`src/logic/drive_state_pkg.sv`:
```
// Overview of operation
// - bit4 supply, bit5 quick stop, bit6 disabled
// - bit8 zero, bits 9-11 remote, reached, limits
// - not ready clears bits 6,3,2,1,0
// - switch on disabled masks to 0x0040
// - ready 0x21, switched on 0x23, enabled 0x27
// - quick stop active masks to 0x0007
// - fault reaction sets bits 3..0, clears 6
// - fault masks 0x0008 after quick stop, else 0x0028
// - enable from ready passes through switched on
// - ready shows 0x21 without supply, 0x31 with
// - supply missing after timeout gives contactor fault
// - contactor open until switch on received
// - fault reset acts on rising edge only
// - halt stops motor, stays operation enabled
package drive_state_pkg;
  localparam int CLK_PERIOD_NS   = 50;
  localparam int MS_NS           = 1000000;
  localparam int TICK_CYCLES_DEF = (MS_NS + CLK_PERIOD_NS - 1) / CLK_PERIOD_NS;

  localparam logic [3:0] ADDR_STATUS = 4'h0;
  localparam logic [3:0] ADDR_CTRL   = 4'h4;
  localparam logic [3:0] ADDR_CFG    = 4'h8;
  localparam logic [3:0] ADDR_CAUSE  = 4'hC;

  localparam logic [15:0] CTRL_RESET = 16'h0000;
  localparam logic [31:0] CFG_RESET  = 32'h03E8_0000;
  localparam int CFG_MODE_LSB = 0;
  localparam int CFG_TMO_LSB  = 16;

  localparam logic [1:0] RESP_OKAY   = 2'h0;
  localparam logic [1:0] RESP_SLVERR = 2'h2;

  localparam int SW_RDY     = 0;
  localparam int SW_SON     = 1;
  localparam int SW_OPEN    = 2;
  localparam int SW_FLT     = 3;
  localparam int SW_VEN     = 4;
  localparam int SW_QS      = 5;
  localparam int SW_SOD     = 6;
  localparam int SW_WARN    = 7;
  localparam int SW_REMOTE  = 9;
  localparam int SW_REFOK   = 10;
  localparam int SW_LIMIT   = 11;
  localparam int SW_STOPKEY = 14;
  localparam int SW_DIR     = 15;

  localparam int CW_SON  = 0;
  localparam int CW_EV   = 1;
  localparam int CW_QS   = 2;
  localparam int CW_EO   = 3;
  localparam int CW_FR   = 7;
  localparam int CW_HALT = 8;

  localparam int CAUSE_CONTACTOR = 0;
  localparam int CAUSE_EXTERNAL  = 1;

  localparam logic [15:0] STATE_MASK = 16'h006F;
  localparam logic [15:0] MASKED_SOD = 16'h0040;
  localparam logic [15:0] MASKED_RDY = 16'h0021;
  localparam logic [15:0] MASKED_SON = 16'h0023;
  localparam logic [15:0] MASKED_OPN = 16'h0027;
  localparam logic [15:0] MASKED_QS  = 16'h0007;
  localparam logic [15:0] MASKED_FQS = 16'h0008;
  localparam logic [15:0] MASKED_FLT = 16'h0028;
  localparam logic [6:0]  LOW_RDY_NOSUP = 7'h21;
  localparam logic [6:0]  LOW_RDY_SUP   = 7'h31;

  typedef enum logic [1:0] {SUPPLY_SHARED, SUPPLY_SEPARATE, SUPPLY_CONTACTOR} supply_mode_t;
  typedef enum logic [2:0] {
    ST_NOT_READY, ST_SOD, ST_READY, ST_SON, ST_OPEN, ST_QSTOP, ST_FREACT, ST_FAULT
  } drive_state_t;
endpackage

```
`src/logic/drive_state_status_word.sv`:
```
`timescale 1ns/1ps
module drive_state_status_word
  import drive_state_pkg::*;
#(
  parameter int ADDR_W      = 8,
  parameter int TICK_CYCLES = TICK_CYCLES_DEF
) (
  input  wire logic              aclk,
  input  wire logic              aresetn,
  input  wire logic [ADDR_W-1:0] s_axi_awaddr,
  input  wire logic              s_axi_awvalid,
  output logic                   s_axi_awready,
  input  wire logic [31:0]       s_axi_wdata,
  input  wire logic [3:0]        s_axi_wstrb,
  input  wire logic              s_axi_wvalid,
  output logic                   s_axi_wready,
  output logic [1:0]             s_axi_bresp,
  output logic                   s_axi_bvalid,
  input  wire logic              s_axi_bready,
  input  wire logic [ADDR_W-1:0] s_axi_araddr,
  input  wire logic              s_axi_arvalid,
  output logic                   s_axi_arready,
  output logic [31:0]            s_axi_rdata,
  output logic [1:0]             s_axi_rresp,
  output logic                   s_axi_rvalid,
  input  wire logic              s_axi_rready,
  input  wire logic              supply_present,
  input  wire logic              fault_in,
  input  wire logic              motor_stopped,
  input  wire logic              warning_in,
  input  wire logic              net_control,
  input  wire logic              ref_reached,
  input  wire logic              ref_limit,
  input  wire logic              stop_key,
  input  wire logic              dir_reverse,
  output logic [15:0]            drive_state_word,
  output logic                   contactor_close,
  output logic                   motor_power,
  output logic                   halt_active,
  output logic                   no_supply_indication
);
  localparam int NPIN = 9;

  logic [NPIN-1:0] pins_s;
  logic            sup_s, flt_s, stopped_s, warn_s, net_s, refok_s, lim_s, key_s, dir_s;

  pin_sync #(.WIDTH(NPIN)) u_sync (
    .aclk    (aclk),
    .aresetn (aresetn),
    .pin     ({dir_reverse, stop_key, ref_limit, ref_reached, net_control,
                warning_in, motor_stopped, fault_in, supply_present}),
    .pin_s   (pins_s)
  );
  assign {dir_s, key_s, lim_s, refok_s, net_s, warn_s, stopped_s, flt_s, sup_s} = pins_s;

  // register file
  logic [15:0]  ctrl_reg;
  logic [31:0]  cfg_reg;
  logic [1:0]   cause_reg;
  logic [1:0]   cause_next;
  logic [15:0]  status_reg;
  logic [15:0]  status_next;
  drive_state_t state_reg;
  drive_state_t state_next;
  logic         qs_fault_reg;
  logic         qs_fault_next;
  logic         fr_prev_reg;

  // write and read channels
  logic              aw_held_reg;
  logic              w_held_reg;
  logic [ADDR_W-1:0] aw_addr_reg;
  logic [31:0]       w_data_reg;
  logic [3:0]        w_strb_reg;
  logic              bvalid_reg;
  logic [1:0]        bresp_reg;
  logic              rvalid_reg;
  logic [1:0]        rresp_reg;
  logic [31:0]       rdata_reg;

  assign s_axi_awready = !aw_held_reg && !bvalid_reg;
  assign s_axi_wready  = !w_held_reg && !bvalid_reg;
  assign s_axi_bvalid  = bvalid_reg;
  assign s_axi_bresp   = bresp_reg;
  assign s_axi_arready = !rvalid_reg;
  assign s_axi_rvalid  = rvalid_reg;
  assign s_axi_rresp   = rresp_reg;
  assign s_axi_rdata   = rdata_reg;

  wire aw_take  = s_axi_awvalid && s_axi_awready;
  wire w_take   = s_axi_wvalid && s_axi_wready;
  wire do_write = aw_held_reg && w_held_reg && !bvalid_reg;
  wire wa_hi0   = (aw_addr_reg[ADDR_W-1:4] == '0);
  wire wr_ctrl  = do_write && wa_hi0 && aw_addr_reg[3:0] == ADDR_CTRL;
  wire wr_cfg   = do_write && wa_hi0 && aw_addr_reg[3:0] == ADDR_CFG;
  wire wr_bad   = do_write && !wr_ctrl && !wr_cfg;

  function automatic logic [31:0] merge(input logic [31:0] old, input logic [31:0] data,
                                        input logic [3:0] strb);
    merge = old;
    for (int b = 0; b < 4; b++) begin
      if (strb[b]) begin
        merge[b*8 +: 8] = data[b*8 +: 8];
      end
    end
  endfunction

  wire [31:0] ctrl_merged = merge({16'h0000, ctrl_reg}, w_data_reg, w_strb_reg);
  wire [31:0] cfg_merged  = merge(cfg_reg, w_data_reg, w_strb_reg);

  always_ff @(posedge aclk) begin
    if (!aresetn) begin
      aw_held_reg <= 1'b0;
      w_held_reg  <= 1'b0;
      aw_addr_reg <= '0;
      w_data_reg  <= '0;
      w_strb_reg  <= '0;
    end else begin
      if (aw_take) begin
        aw_held_reg <= 1'b1;
        aw_addr_reg <= s_axi_awaddr;
      end else if (do_write) begin
        aw_held_reg <= 1'b0;
      end
      if (w_take) begin
        w_held_reg <= 1'b1;
        w_data_reg <= s_axi_wdata;
        w_strb_reg <= s_axi_wstrb;
      end else if (do_write) begin
        w_held_reg <= 1'b0;
      end
    end
  end

  always_ff @(posedge aclk) begin
    if (!aresetn) begin
      bvalid_reg <= 1'b0;
      bresp_reg  <= RESP_OKAY;
      ctrl_reg   <= CTRL_RESET;
      cfg_reg    <= CFG_RESET;
    end else begin
      if (do_write) begin
        bvalid_reg <= 1'b1;
        bresp_reg  <= wr_bad ? RESP_SLVERR : RESP_OKAY;
      end else if (s_axi_bready) begin
        bvalid_reg <= 1'b0;
      end
      if (wr_ctrl) begin
        ctrl_reg <= ctrl_merged[15:0];
      end
      if (wr_cfg) begin
        cfg_reg <= cfg_merged;
      end
    end
  end

  // read channel
  wire ra_hi0 = (s_axi_araddr[ADDR_W-1:4] == '0);
  wire [3:0] ra = s_axi_araddr[3:0];
  logic [31:0] rd_word;
  logic        rd_ok;
  always_comb begin
    rd_ok   = ra_hi0;
    rd_word = 32'h0000_0000;
    if (ra_hi0 && ra == ADDR_STATUS) begin
      rd_word = {16'h0000, status_reg};
    end else if (ra_hi0 && ra == ADDR_CTRL) begin
      rd_word = {16'h0000, ctrl_reg};
    end else if (ra_hi0 && ra == ADDR_CFG) begin
      rd_word = cfg_reg;
    end else if (ra_hi0 && ra == ADDR_CAUSE) begin
      rd_word = {30'h0000_0000, cause_reg};
    end else begin
      rd_ok = 1'b0;
    end
  end

  always_ff @(posedge aclk) begin
    if (!aresetn) begin
      rvalid_reg <= 1'b0;
      rresp_reg  <= RESP_OKAY;
      rdata_reg  <= 32'h0000_0000;
    end else if (s_axi_arvalid && s_axi_arready) begin
      rvalid_reg <= 1'b1;
      rresp_reg  <= rd_ok ? RESP_OKAY : RESP_SLVERR;
      rdata_reg  <= rd_word;
    end else if (s_axi_rready) begin
      rvalid_reg <= 1'b0;
    end
  end

  // control word decode
  supply_mode_t mode;
  assign mode = supply_mode_t'(cfg_reg[CFG_MODE_LSB +: 2]);
  wire cmd_dis_volt = !ctrl_reg[CW_EV];
  wire cmd_qstop    = ctrl_reg[CW_EV] && !ctrl_reg[CW_QS];
  wire cmd_shutdown = ctrl_reg[CW_QS] && ctrl_reg[CW_EV] && !ctrl_reg[CW_SON];
  wire cmd_son      = ctrl_reg[CW_QS] && ctrl_reg[CW_EV] && ctrl_reg[CW_SON];
  wire cmd_enable   = cmd_son && ctrl_reg[CW_EO];
  wire fr_rise      = ctrl_reg[CW_FR] && !fr_prev_reg;
  wire tmo_expired;
  wire fault_event  = flt_s || tmo_expired;

  mains_timer #(.TICK_CYCLES(TICK_CYCLES)) u_timer (
    .aclk     (aclk),
    .aresetn  (aresetn),
    .run      (state_reg == ST_SON && !sup_s),
    .limit_ms (cfg_reg[CFG_TMO_LSB +: 16]),
    .expired  (tmo_expired)
  );

  always_comb begin
    state_next    = state_reg;
    qs_fault_next = qs_fault_reg;
    cause_next    = cause_reg;
    case (state_reg)
      ST_NOT_READY: begin
        state_next = ST_SOD;
      end
      ST_SOD: begin
        if (cmd_shutdown) begin
          state_next = ST_READY;
        end
      end
      ST_READY: begin
        // enable alone is accepted; it steps through switched on first
        if (cmd_dis_volt || cmd_qstop) begin
          state_next = ST_SOD;
        end else if (cmd_son) begin
          state_next = ST_SON;
        end
      end
      ST_SON: begin
        if (cmd_dis_volt || cmd_qstop) begin
          state_next = ST_SOD;
        end else if (cmd_shutdown) begin
          state_next = ST_READY;
        end else if (cmd_enable) begin
          state_next = ST_OPEN;
        end
      end
      ST_OPEN: begin
        // halt only gates motor power, never the state
        if (cmd_dis_volt) begin
          state_next = ST_SOD;
        end else if (cmd_qstop) begin
          state_next = ST_QSTOP;
        end else if (cmd_shutdown) begin
          state_next = ST_READY;
        end else if (!ctrl_reg[CW_EO]) begin
          state_next = ST_SON;
        end
      end
      ST_QSTOP: begin
        if (cmd_dis_volt || stopped_s) begin
          state_next = ST_SOD;
        end
      end
      ST_FREACT: begin
        state_next = ST_FAULT;
      end
      default: begin
        if (fr_rise && !fault_event) begin
          state_next = ST_SOD;
          cause_next = 2'h0;
        end
      end
    endcase
    if (state_reg != ST_FAULT && state_reg != ST_FREACT) begin
      if (tmo_expired && state_reg == ST_SON) begin
        state_next = ST_FAULT;
        cause_next[CAUSE_CONTACTOR] = 1'b1;
        qs_fault_next = 1'b0;
      end else if (flt_s) begin
        state_next = ST_FREACT;
        cause_next[CAUSE_EXTERNAL] = 1'b1;
        qs_fault_next = (state_reg == ST_QSTOP);
      end
    end
  end

  // status computed from the next state so word and state switch together
  wire n_sod = state_next == ST_SOD;
  wire n_rdy = state_next == ST_READY;
  wire n_son = state_next == ST_SON;
  wire n_opn = state_next == ST_OPEN;
  wire n_qs  = state_next == ST_QSTOP;
  wire n_fr  = state_next == ST_FREACT;
  wire n_flt = state_next == ST_FAULT;
  always_comb begin
    status_next              = 16'h0000;
    status_next[SW_RDY]      = n_rdy || n_son || n_opn || n_qs || n_fr;
    status_next[SW_SON]      = n_son || n_opn || n_qs || n_fr;
    status_next[SW_OPEN]     = n_opn || n_qs || n_fr;
    status_next[SW_FLT]      = n_fr || n_flt;
    status_next[SW_VEN]      = sup_s || n_son || n_opn || n_qs;
    status_next[SW_QS]       = n_rdy || n_son || n_opn || ((n_fr || n_flt) && !qs_fault_next);
    status_next[SW_SOD]      = n_sod;
    status_next[SW_WARN]     = warn_s;
    status_next[SW_REMOTE]   = net_s;
    status_next[SW_REFOK]    = refok_s;
    status_next[SW_LIMIT]    = lim_s;
    status_next[SW_STOPKEY]  = key_s;
    status_next[SW_DIR]      = dir_s;
  end

  always_ff @(posedge aclk) begin
    if (!aresetn) begin
      state_reg    <= ST_NOT_READY;
      status_reg   <= 16'h0000;
      qs_fault_reg <= 1'b0;
      cause_reg    <= 2'h0;
      fr_prev_reg  <= 1'b0;
    end else begin
      state_reg    <= state_next;
      status_reg   <= status_next;
      qs_fault_reg <= qs_fault_next;
      cause_reg    <= cause_next;
      fr_prev_reg  <= ctrl_reg[CW_FR];
    end
  end

  wire st_live = state_reg == ST_SON || state_reg == ST_OPEN || state_reg == ST_QSTOP;
  assign drive_state_word     = status_reg;
  assign contactor_close      = (mode == SUPPLY_CONTACTOR) && st_live;
  assign motor_power          = (state_reg == ST_OPEN && !ctrl_reg[CW_HALT]) ||
                                state_reg == ST_QSTOP;
  assign halt_active          = state_reg == ST_OPEN && ctrl_reg[CW_HALT];
  assign no_supply_indication = state_reg == ST_READY && !sup_s;

  wire [15:0] masked = status_reg & STATE_MASK;
endmodule

```
`src/logic/pin_sync.sv`:
```
`timescale 1ns/1ps
module pin_sync #(
  parameter int WIDTH = 1
) (
  input  wire logic             aclk,
  input  wire logic             aresetn,
  input  wire logic [WIDTH-1:0] pin,
  output logic      [WIDTH-1:0] pin_s
);
  logic [WIDTH-1:0] meta_reg;

  // first stage feeds only the second stage
  for (genvar i = 0; i < WIDTH; i++) begin : g_bit
    always_ff @(posedge aclk) begin
      if (!aresetn) begin
        meta_reg[i] <= 1'b0;
        pin_s[i]    <= 1'b0;
      end else begin
        meta_reg[i] <= pin[i];
        pin_s[i]    <= meta_reg[i];
      end
    end
  end
endmodule

```
`src/logic/mains_timer.sv`:
```
`timescale 1ns/1ps
module mains_timer #(
  parameter int TICK_CYCLES = 20000
) (
  input  wire logic        aclk,
  input  wire logic        aresetn,
  input  wire logic        run,
  input  wire logic [15:0] limit_ms,
  output logic             expired
);
  localparam int DW = $clog2(TICK_CYCLES + 1);
  localparam logic [DW-1:0] DIV_LAST = DW'(TICK_CYCLES - 1);

  logic [DW-1:0] div_reg;
  logic [15:0]   ms_reg;
  wire           tick = (div_reg == DIV_LAST);

  // millisecond enable pulse; restarts whenever the wait is abandoned
  always_ff @(posedge aclk) begin
    if (!aresetn || !run) begin
      div_reg <= '0;
      ms_reg  <= '0;
      expired <= 1'b0;
    end else begin
      div_reg <= tick ? '0 : div_reg + 1'b1;
      if (tick && ms_reg != limit_ms) begin
        ms_reg <= ms_reg + 1'b1;
      end
      expired <= (ms_reg == limit_ms);
    end
  end
endmodule

```
`config.mk`:
```
export PLATFORM = sky130hd
export DESIGN_NAME = drive_state_status_word
export DESIGN_NICKNAME = d
export VERILOG_FILES = /design/src/logic/drive_state_pkg.sv /design/src/logic/drive_state_status_word.sv /design/src/logic/pin_sync.sv /design/src/logic/mains_timer.sv
export SDC_FILE = /design/constraint.sdc
export NUM_CORES = 1
export LEC_CHECK = 0
export BUFFER_PORTS_ARGS = -buffer_cell sky130_fd_sc_hd__buf_2
export CAP_MARGIN = 20
export CORE_MARGIN = 2
export CORE_UTILIZATION = 50
export DETAILED_ROUTE_END_ITERATION = 6
export GPL_ROUTABILITY_DRIVEN = 0
export HOLD_SLACK_MARGIN = 0.12
export PLACE_DENSITY = 0.82
export SETUP_SLACK_MARGIN = 0.15
export SKIP_CTS_REPAIR_TIMING = 1
export SYNTH_ARGS = -nofsm -noshare
export SYNTH_HDL_FRONTEND = slang
export SYNTH_SLANG_ARGS = --single-unit
```
`constraint.sdc`:
```
create_clock -name aclk -period 2.5 [get_ports aclk]
set_input_delay 0.375 -clock aclk [delete_from_list [all_inputs] [get_ports aclk]]
set_output_delay 0.375 -clock aclk [all_outputs]
set_load 0.01 [all_outputs]
```
# Yosys cells after proc, flatten, opt, wreduce, memory -nomap -nowiden
# Index checks and enable logic that the tools add are counted.
[classes] eq_ne=24 n_addsub=2 reduce_logical=85 mux=42
[op_table] operator="$mux W32" n=3
[op_table] operator="$mux W3" n=15
[op_table] operator="$logic_and A1 B1 Y1" n=32
[op_table] operator="$eq A3 B3 Y1 const B" n=7
[op_table] operator="$logic_or A1 B1 Y1" n=21
[op_table] operator="$pmux W3 S7" n=1
[op_table] operator="$mux W1" n=17
[op_table] operator="$add A16 B1 Y16 const B" n=1
[op_table] operator="$eq A16 B16 Y1" n=1
[op_table] operator="$logic_not A1 Y1" n=16
[op_table] operator="$ne A16 B16 Y1" n=1
[op_table] operator="$add A15 B1 Y15 const B" n=1
[op_table] operator="$eq A15 B15 Y1 const B" n=1
[op_table] operator="$eq A3 B2 Y1 const B" n=4
[op_table] operator="$eq A4 B4 Y1 const B" n=3
[op_table] operator="$logic_not A4 Y1" n=3
[op_table] operator="$mux W2" n=6
[op_table] operator="$reduce_and A2 Y1" n=6
[op_table] operator="$eq A4 B3 Y1 const B" n=2
[op_table] operator="$reduce_bool A2 Y1" n=4
[op_table] operator="$reduce_or A7 Y1" n=1
[op_table] operator="$eq A3 B1 Y1 const B" n=2
[op_table] operator="$ne A3 B3 Y1 const B" n=2
[op_table] operator="$logic_not A3 Y1" n=1
[op_table] operator="2 further kinds" n=2
[word_totals] ff_bits=205 out_inout_bits=61

# Depth between registers and ports, before layout
# Gate-level depths: netlist of run 1.
[depth] depth_word=15 mapped_depth=8

# By module
# A second synthesis of run 1 with hierarchy kept.
[unflattened] hier_cells=919 hier_area_um2=8031.5
[modules_own_cells] mod="drive_state_status_word" instances=1 seq_area_each_um2=3002.9 area_per_inst_um2=5875.6 cells_per_inst=692
[modules_own_cells] mod="mains_timer" instances=1 seq_area_each_um2=640.6 area_per_inst_um2=1654.1 cells_per_inst=190
[modules_own_cells] mod="pin_sync" instances=1 seq_area_each_um2=360.3 area_per_inst_um2=501.7 cells_per_inst=37

# Worst setup path before layout of run 1
# OpenSTA, ideal clock, no wires.
[synth_timing] kind="register -> register" from="register aw_addr_reg[7]" to="register cfg_reg[19]" stages_incl_launch_ff=7 setup_slack_ps=340 period_less_slack_ps=2160 setup_time_ps=136 t_arrival_ps=2024 path_cell_list="dfxtp_1 or4_1 or4_4 nor3b_4 nand2_1 nand2_1 nand3_1"
[synth_via] elab_chain_cells=4
[synth_lines] item="start: declaration" line_no="drive_state_status_word.sv:72" text="logic [ADDR_W-1:0] aw_addr_reg;"
[synth_lines] item="start signal: assignment" line_no="drive_state_status_word.sv:121" text="aw_addr_reg <= s_axi_awaddr;"
[synth_lines] item="$logic_not A4 Y1" line_no="drive_state_status_word.sv:93" text="wire wa_hi0 = (aw_addr_reg[ADDR_W-1:4] == '0);"
[synth_lines] item="$logic_and A1 B1 Y1 (2 in a row)" line_no="drive_state_status_word.sv:95" text="wire wr_cfg = do_write && wa_hi0 && aw_addr_reg[3:0] == ADDR_CFG;"
[synth_lines] item="$reduce_and A2 Y1 (no source line)"
[synth_lines] item="end signal: assignment" line_no="drive_state_status_word.sv:152" text="cfg_reg <= cfg_merged;"
[synth_lines] item="end: declaration" line_no="drive_state_status_word.sv:58" text="logic [31:0] cfg_reg;"
# No other way between the ends.
# A chain may end at the register's enable or synchronous reset.

# Worst setup path in the final report of run 1
[layout_timing] from="register aw_addr_reg[7]" to="register cfg_reg[28]"
# The elaborated chain is that of the path after synthesis.

==> impl_metrics.yaml, run 1 <==
status:
  status: "complete, no violations"
layout:
  diodes: 0
  drive_gt1_share_pct: 18.1
  regArea_sq_mm: 0.00400
  final_common_cell: "dfxtp_1"
  instances_no_fill: 1256
  area_growth_pct: 17.2
  multi_input_area_sq_mm: 0.00385
  final_cell_area_sq_mm: 0.00955
  nets: 1097
  final_cell_mix: "dfxtp_1 (200), nand2_1 (177), buf_2 (122), a21boi_0 (91), nand3_1 (66)"
  fill_cells: 1382
  final_core_util_pct: 60.1
logic_synthesis:
  synth_area_per_cell_sq_um: 8.87
  yosysWarnings: 0
  synth_flop_cell: "dfxtp_1"
  synthCells: 919
  synth_area_sq_mm: 0.00815
  yosysSeqAreaShare_pct: 49.1
  ys_types: 47
  ys_seq_elements: 200
  synthArstFlopShare_pct: 0
  synth_enable_flop_cells: 0
critical_path:
  critPathLaunchType: "flop"
  path_cells: "or4_1 > or4_4 > nor3b_4 > buf_4 > clkbuf_16 > nand3_1 > a21boi_0"
  critPathTopFamily: "simple AND/OR/NAND/NOR gates"
  timing.rr.start: "aw_addr_reg[7]$_SDFFE_PN0P_"
  end_kind: "flop"
  path_depth: 7
  cpPeakStageDelay_ps: 510
  cpMaxStageDelayCell: "or4_1"
  critPathBufInv: 2
  path_class: "reg2reg"
  rrSetupSlack_ps: 250
  rr_worst_depth: 7
  cp_max_fo: 18
  cp_data_required_time_ps: 2870
  arrival_ps: 2620
  r2r_end: "cfg_reg[28]$_SDFFE_PN0P_"
timing:
  period_share_pct: 89.9
  finalCriticalPeriod_ps: 2250
  slew_headroom_pct: 58.8
  setup_tns_ps: 0
  timing.final.hold_violations: 0
  fmax_mhz: 445
  maxSlewViolCount: 0
  rsz0062_at_grt: "false"
  tightest_slew_ps: 618
  clock_skew_ps: 8.46
  setup-violations-final: 0
placement:
  io_buffers: 123
  dp_hpwl_um: 12700
  dp.cells: 1221
  place_area_sq_mm: 0.00892
global_routing:
  antenna_found_initial: 0
  overflow: 0
  grt_start_max_net_pins: 58
  grtUsageMet1_pct: 28.5
  grt_pass1_vias: 6030
  grt_use_met3_pct: 4.90
  grt_pass1_wl_um: 29700
  busiest_layer: "met2"
  track_usage_pct: 21.1
  met2_usage_pct: 33.4
clocking:
  clock-sinks: 200
  cts.path.max_buffers: 2
  clock-root-buffer: "clkbuf_16"
  cts_buffers: 17
  cts_tree: "done"
  clk_latency_ps: 450
  clk_pin_slew_ps: 70
  cts_max_level: 4
flow_run:
  cap_violations: 0
detailed_routing:
  wl_per_cell_um: 14.6
  final_antenna_net_count: 0
  route.vias.total: 6578
  routed_via_density: 5.24
  drcViolationCount: 0
  dr.pass1.iters: 5
  dr.first_iter.drc_count: 527
  routed_wl_um: 18400
worst_hold_path:
  min_from: "motor_stopped"
  whs_path_depth: 2
  holdPathEnd: "u_sync.meta_reg[2]$_SDFF_PN0_"
  hp-class: "in2reg"
power_and_ir_drop:
  ir_drop_mv: 0.549
  finalPower_mw: 6.34
  cellLeakagePower_nw: 3.61
  cellPowerDensity_mw_per_mm2: 664
floorplanning:
  die_w_um: 132
  core-area_sq_mm: 0.0159
  dieArea_sq_mm: 0.0173
  fp.dieH_um: 132
  start_util_pct: 51.3
  ios: 129
  fp-row-count: 46
through the flow:
stage | setup WS, ps | hold WS, ps
global placement | 222 | 413
floorplan | 340 | 412
detailed placement | 152 | 418
global route | 168 | 127
CTS | 146 | 115
finish | 251 | 129
Yosys cell counts, types with 13 or more instances:
cell / instances / share of area [%]
a21boi_0: 91 / 8.4
a22oi_1: 32 / 2.9
and2_1: 33 / 2.5
clkbuf_1: 44 / 2.0
dfxtp_1: 200 / 49
mux2i_1: 13 / 1.6
nand2_1: 182 / 8.4
nand3_1: 66 / 4.1
nor2_1: 43 / 2.0
nor2b_1: 37 / 2.8
o21ai_0: 24 / 1.5
xnor2_1: 33 / 3.5
worst reg2reg max path: cells and delay by family (launching register included):
kind | cells | cell delay, ps
and+or+nand+nor | 4 | 1330
buffers and inverters | 2 | 370
DFF | 1 | 310
AOI/OAI and AO/OA | 1 | 170
power by group:
group          internal [mW]  total, mW  switching [mW]
logic                  0.155      0.364           0.209
clock network           1.33       2.65            1.32
registers               3.26       3.33          0.0629
total                   4.75       6.34            1.59
how the worst max path moves through the flow:
stage / endpoint / from
after floorplan: cfg_reg[19]$_SDFFE_PN1P_ / aw_addr_reg[7]$_SDFFE_PN0P_
after global placement: cfg_reg[7]$_SDFFE_PN0P_ / aw_addr_reg[7]$_SDFFE_PN0P_
after detailed placement: cfg_reg[9]$_SDFFE_PN0P_ / aw_addr_reg[7]$_SDFFE_PN0P_
after CTS: cfg_reg[5]$_SDFFE_PN0P_ / aw_addr_reg[7]$_SDFFE_PN0P_
after global routing: cfg_reg[1]$_SDFFE_PN0P_ / aw_addr_reg[7]$_SDFFE_PN0P_
final: cfg_reg[28]$_SDFFE_PN0P_ / aw_addr_reg[7]$_SDFFE_PN0P_
layout make-up:
| cell class | instances | area share (%) |
|---|---|---|
| sequential | 200 | 41.9 |
| multi-input combinational | 654 | 40.3 |
| timing repair buffer | 144 | 8.44 |
| clock buffer | 17 | 4.45 |
| tap | 216 | 2.83 |
| clock inverter | 15 | 1.65 |
| inverter | 10 | 0.393 |
layer usage:
metal | vias up | share of wire (%)
met2 | 194 | 46
met1 | 3021 | 47
met4 | 0 | 1.5
li1 | 3342 | -
met5 | - | 0
met3 | 21 | 5.4
kinds of logic after synthesis:
kind of cell,share of synthesized area (%)
AND/OR/NAND/NOR,25.0
multiplexers,2.15
flip-flops,49.1
buffers and inverters,4.01
AO/OA/AOI/OAI,14.6
other,0.0460
adder cells (fa/ha/maj),0.307
XOR/XNOR,4.73
(Power assumes the default switching activity.)
==> run 2, diff against run 1 <==
Settings changed: REMOVE_ABC_BUFFERS from default to 1, SYNTH_HIERARCHICAL from default to 1.
==> run 2 against run 1 <==
Net effect: clock-buffer cell count stayed put; global-route usage is 1.9 points higher; die area is 1.4% lower; worst hold slack better by 13 ps; sequential power hardly changed; register-to-register slack hardly changed; sequential cell count stayed put; power hardly changed; sequential share of layout area is 0.86 points higher; critical path type unchanged; largest cell class unchanged.
==> impl_metrics.yaml, run 2 <==
status:
  status: "complete, no violations"
critical_path:
  arrival_ps: 2590
  critPathTopFamily: "simple AND/OR/NAND/NOR gates"
  path_class: "reg2reg"
  cpMostUsedCell: "and4_1"
  critPathLaunchType: "flop"
  cp_data_required_time_ps: 2860
  critPathBufInv: 0
  cp_max_fo: 9
  end_kind: "flop"
  path_cells: "ha_1 > and4_1 > and4_1 > nand4_1 > or3_1 > a21oi_1"
  cpPeakStageDelay_ps: 470
  cpMaxStageDelayCell: "and4_1"
timing:
  setup-violations-final: 0
  fmax_mhz: 447
  finalCriticalPeriod_ps: 2240
  timing.final.hold_violations: 0
  hold_ws_ps: 142
  slew_headroom_pct: 42.9
  setup_tns_ps: 0
  maxSlewViolCount: 0
  period_share_pct: 89.5
  rsz0062_at_grt: "false"
  tightest_slew_ps: 857
  clock_skew_ps: 9.44
power_and_ir_drop:
  cellLeakagePower_nw: 3.76
  ir_drop_mv: 0.528
  cellPowerDensity_mw_per_mm2: 676
global_routing:
  grt_pass1_vias: 6282
  grt_start_max_net_pins: 81
  grt_pass1_wl_um: 30900
  antenna_found_initial: 0
  track_usage_pct: 23.0
  overflow: 0
clocking:
  cts_buffers: 17
  cts.path.max_buffers: 2
  cts_tree: "done"
  clock-root-buffer: "clkbuf_16"
  cts_max_level: 4
  clk_pin_slew_ps: 80
  clk_latency_ps: 450
  clock-sinks: 200
detailed_routing:
  routed_via_density: 5.52
  wl_per_cell_um: 15.4
  dr.pass1.iters: 5
  final_antenna_net_count: 0
  route.vias.total: 6896
  routed_wl_um: 19200
  dr.first_iter.drc_count: 568
  drcViolationCount: 0
logic_synthesis:
  synth.top_cells.by_area: "dfxtp_1 (50%), nand2_1 (7.3%), a21oi_1 (6.1%)"
  synthCells: 919
  yosysWarnings: 6
  synth_enable_flop_cells: 0
  yosysSeqAreaShare_pct: 49.9
  synth_commonest_cells: "dfxtp_1 (200), nand2_1 (157), a21oi_1 (98)"
  synth_area_per_cell_sq_um: 8.74
  yosysMostFrequentCell: "dfxtp_1"
  ys_types: 61
  synth_area_sq_mm: 0.00803
  synth_flop_cell: "dfxtp_1"
  synthArstFlopShare_pct: 0
  synth_top_area_share_pct: 49.9
  ys_seq_elements: 200
  synth_top_cell_by_area: "dfxtp_1"
flow_run:
  cap_violations: 0
worst_hold_path:
  hp-class: "in2reg"
floorplanning:
  ios: 129
  fp.dieH_um: 131
  die_w_um: 131
  start_util_pct: 50.9
  fp-row-count: 46
  core-area_sq_mm: 0.0158
  dieArea_sq_mm: 0.0171
layout:
  diodes: 0
  nets: 1091
  area_growth_pct: 16.7
  regArea_sq_mm: 0.00401
  drive_gt1_share_pct: 19.9
  multi_input_area_sq_mm: 0.00373
  final_cell_mix: "dfxtp_1 (198), nand2_1 (157), buf_2 (123), a21oi_1 (98), nor2_1 (75)"
  fill_cells: 1385
  final_common_cell: "dfxtp_1"
placement:
  io_buffers: 123
  dp_hpwl_um: 13100
[run 2: worst register-to-register path, stage by stage (launching register included)]
cell and delay [ps]:
dfxtp_1 380, ha_1 250, and4_1 350, and4_1 470, nand4_1 180, or3_1 340
a21oi_1 170
[run 2: kinds of logic after synthesis]
family	share of synthesized area, %
DFF	49.9
muxes	3.93
xor gates and xnor gates	3.16
adders and majority gates	0.312
and+or+nand+nor	25.3
other	0.0467
AOI/OAI and AO/OA	13.5
buffers and inverters	3.91
[run 2: routing by layer]
metal | track usage (%) | up-vias | wire length [um]
met5 | 0 | - | 0
met4 | 7.57 | 0 | 359
met3 | 4.28 | 29 | 1030
met2 | 37.1 | 221 | 9150
met1 | 31.3 | 3257 | 8690
li1 | - | 3389 | -
[run 2: layout make-up]
cell class | count | area share [%]
clock buffers | 17 | 4.54
clock inverters | 14 | 1.47
inverters | 7 | 0.307
multi-input cells | 655 | 39.8
flip-flops and latches | 200 | 42.8
well taps | 216 | 2.88
repair buffers | 140 | 8.23
[run 2: stage by stage]
stage / instance area [sq um] / worst slack (ps) / total power, mW / cells / utilization, %
2_1_floorplan: 7760 / -108 / 3.59 / 862 / -
5_1_grt: 9370 / 185 / 6.55 / 1249 / 59.4
3_5_place_dp: 8790 / 396 / 3.78 / 1217 / 55.8
6_report: 9370 / 263 / 6.34 / 1249 / 59.4
4_1_cts: 9360 / 67.5 / 6.37 / 1248 / 59.3
3_3_place_gp: 8790 / 462 / 3.77 / 1217 / 55.8
[run 2: report_power, final]
part / internal [mW] / total [mW] / switching (mW)
registers: 3.26 / 3.33 / 0.0695
logic: 0.148 / 0.378 / 0.230
clock network: 1.32 / 2.63 / 1.31
[run 2: final timing paths]
check	depth (start not counted)	start	to	slack, ps
worst min-delay path	2	ref_limit	u_sync/meta_reg[6]$_SDFF_PN0_	140
worst max-delay path	6	u_timer/div_reg[0]$_SDFF_PP0_	u_timer/ms_reg[7]$_SDFFE_PP0P_	260
worst max register to register	6	u_timer/div_reg[0]$_SDFF_PP0_	u_timer/ms_reg[7]$_SDFFE_PP0P_	260
worst min register to register	1	u_sync/pin_s[7]$_SDFF_PN0_	drive_state_word[14]$_SDFF_PN0_	440
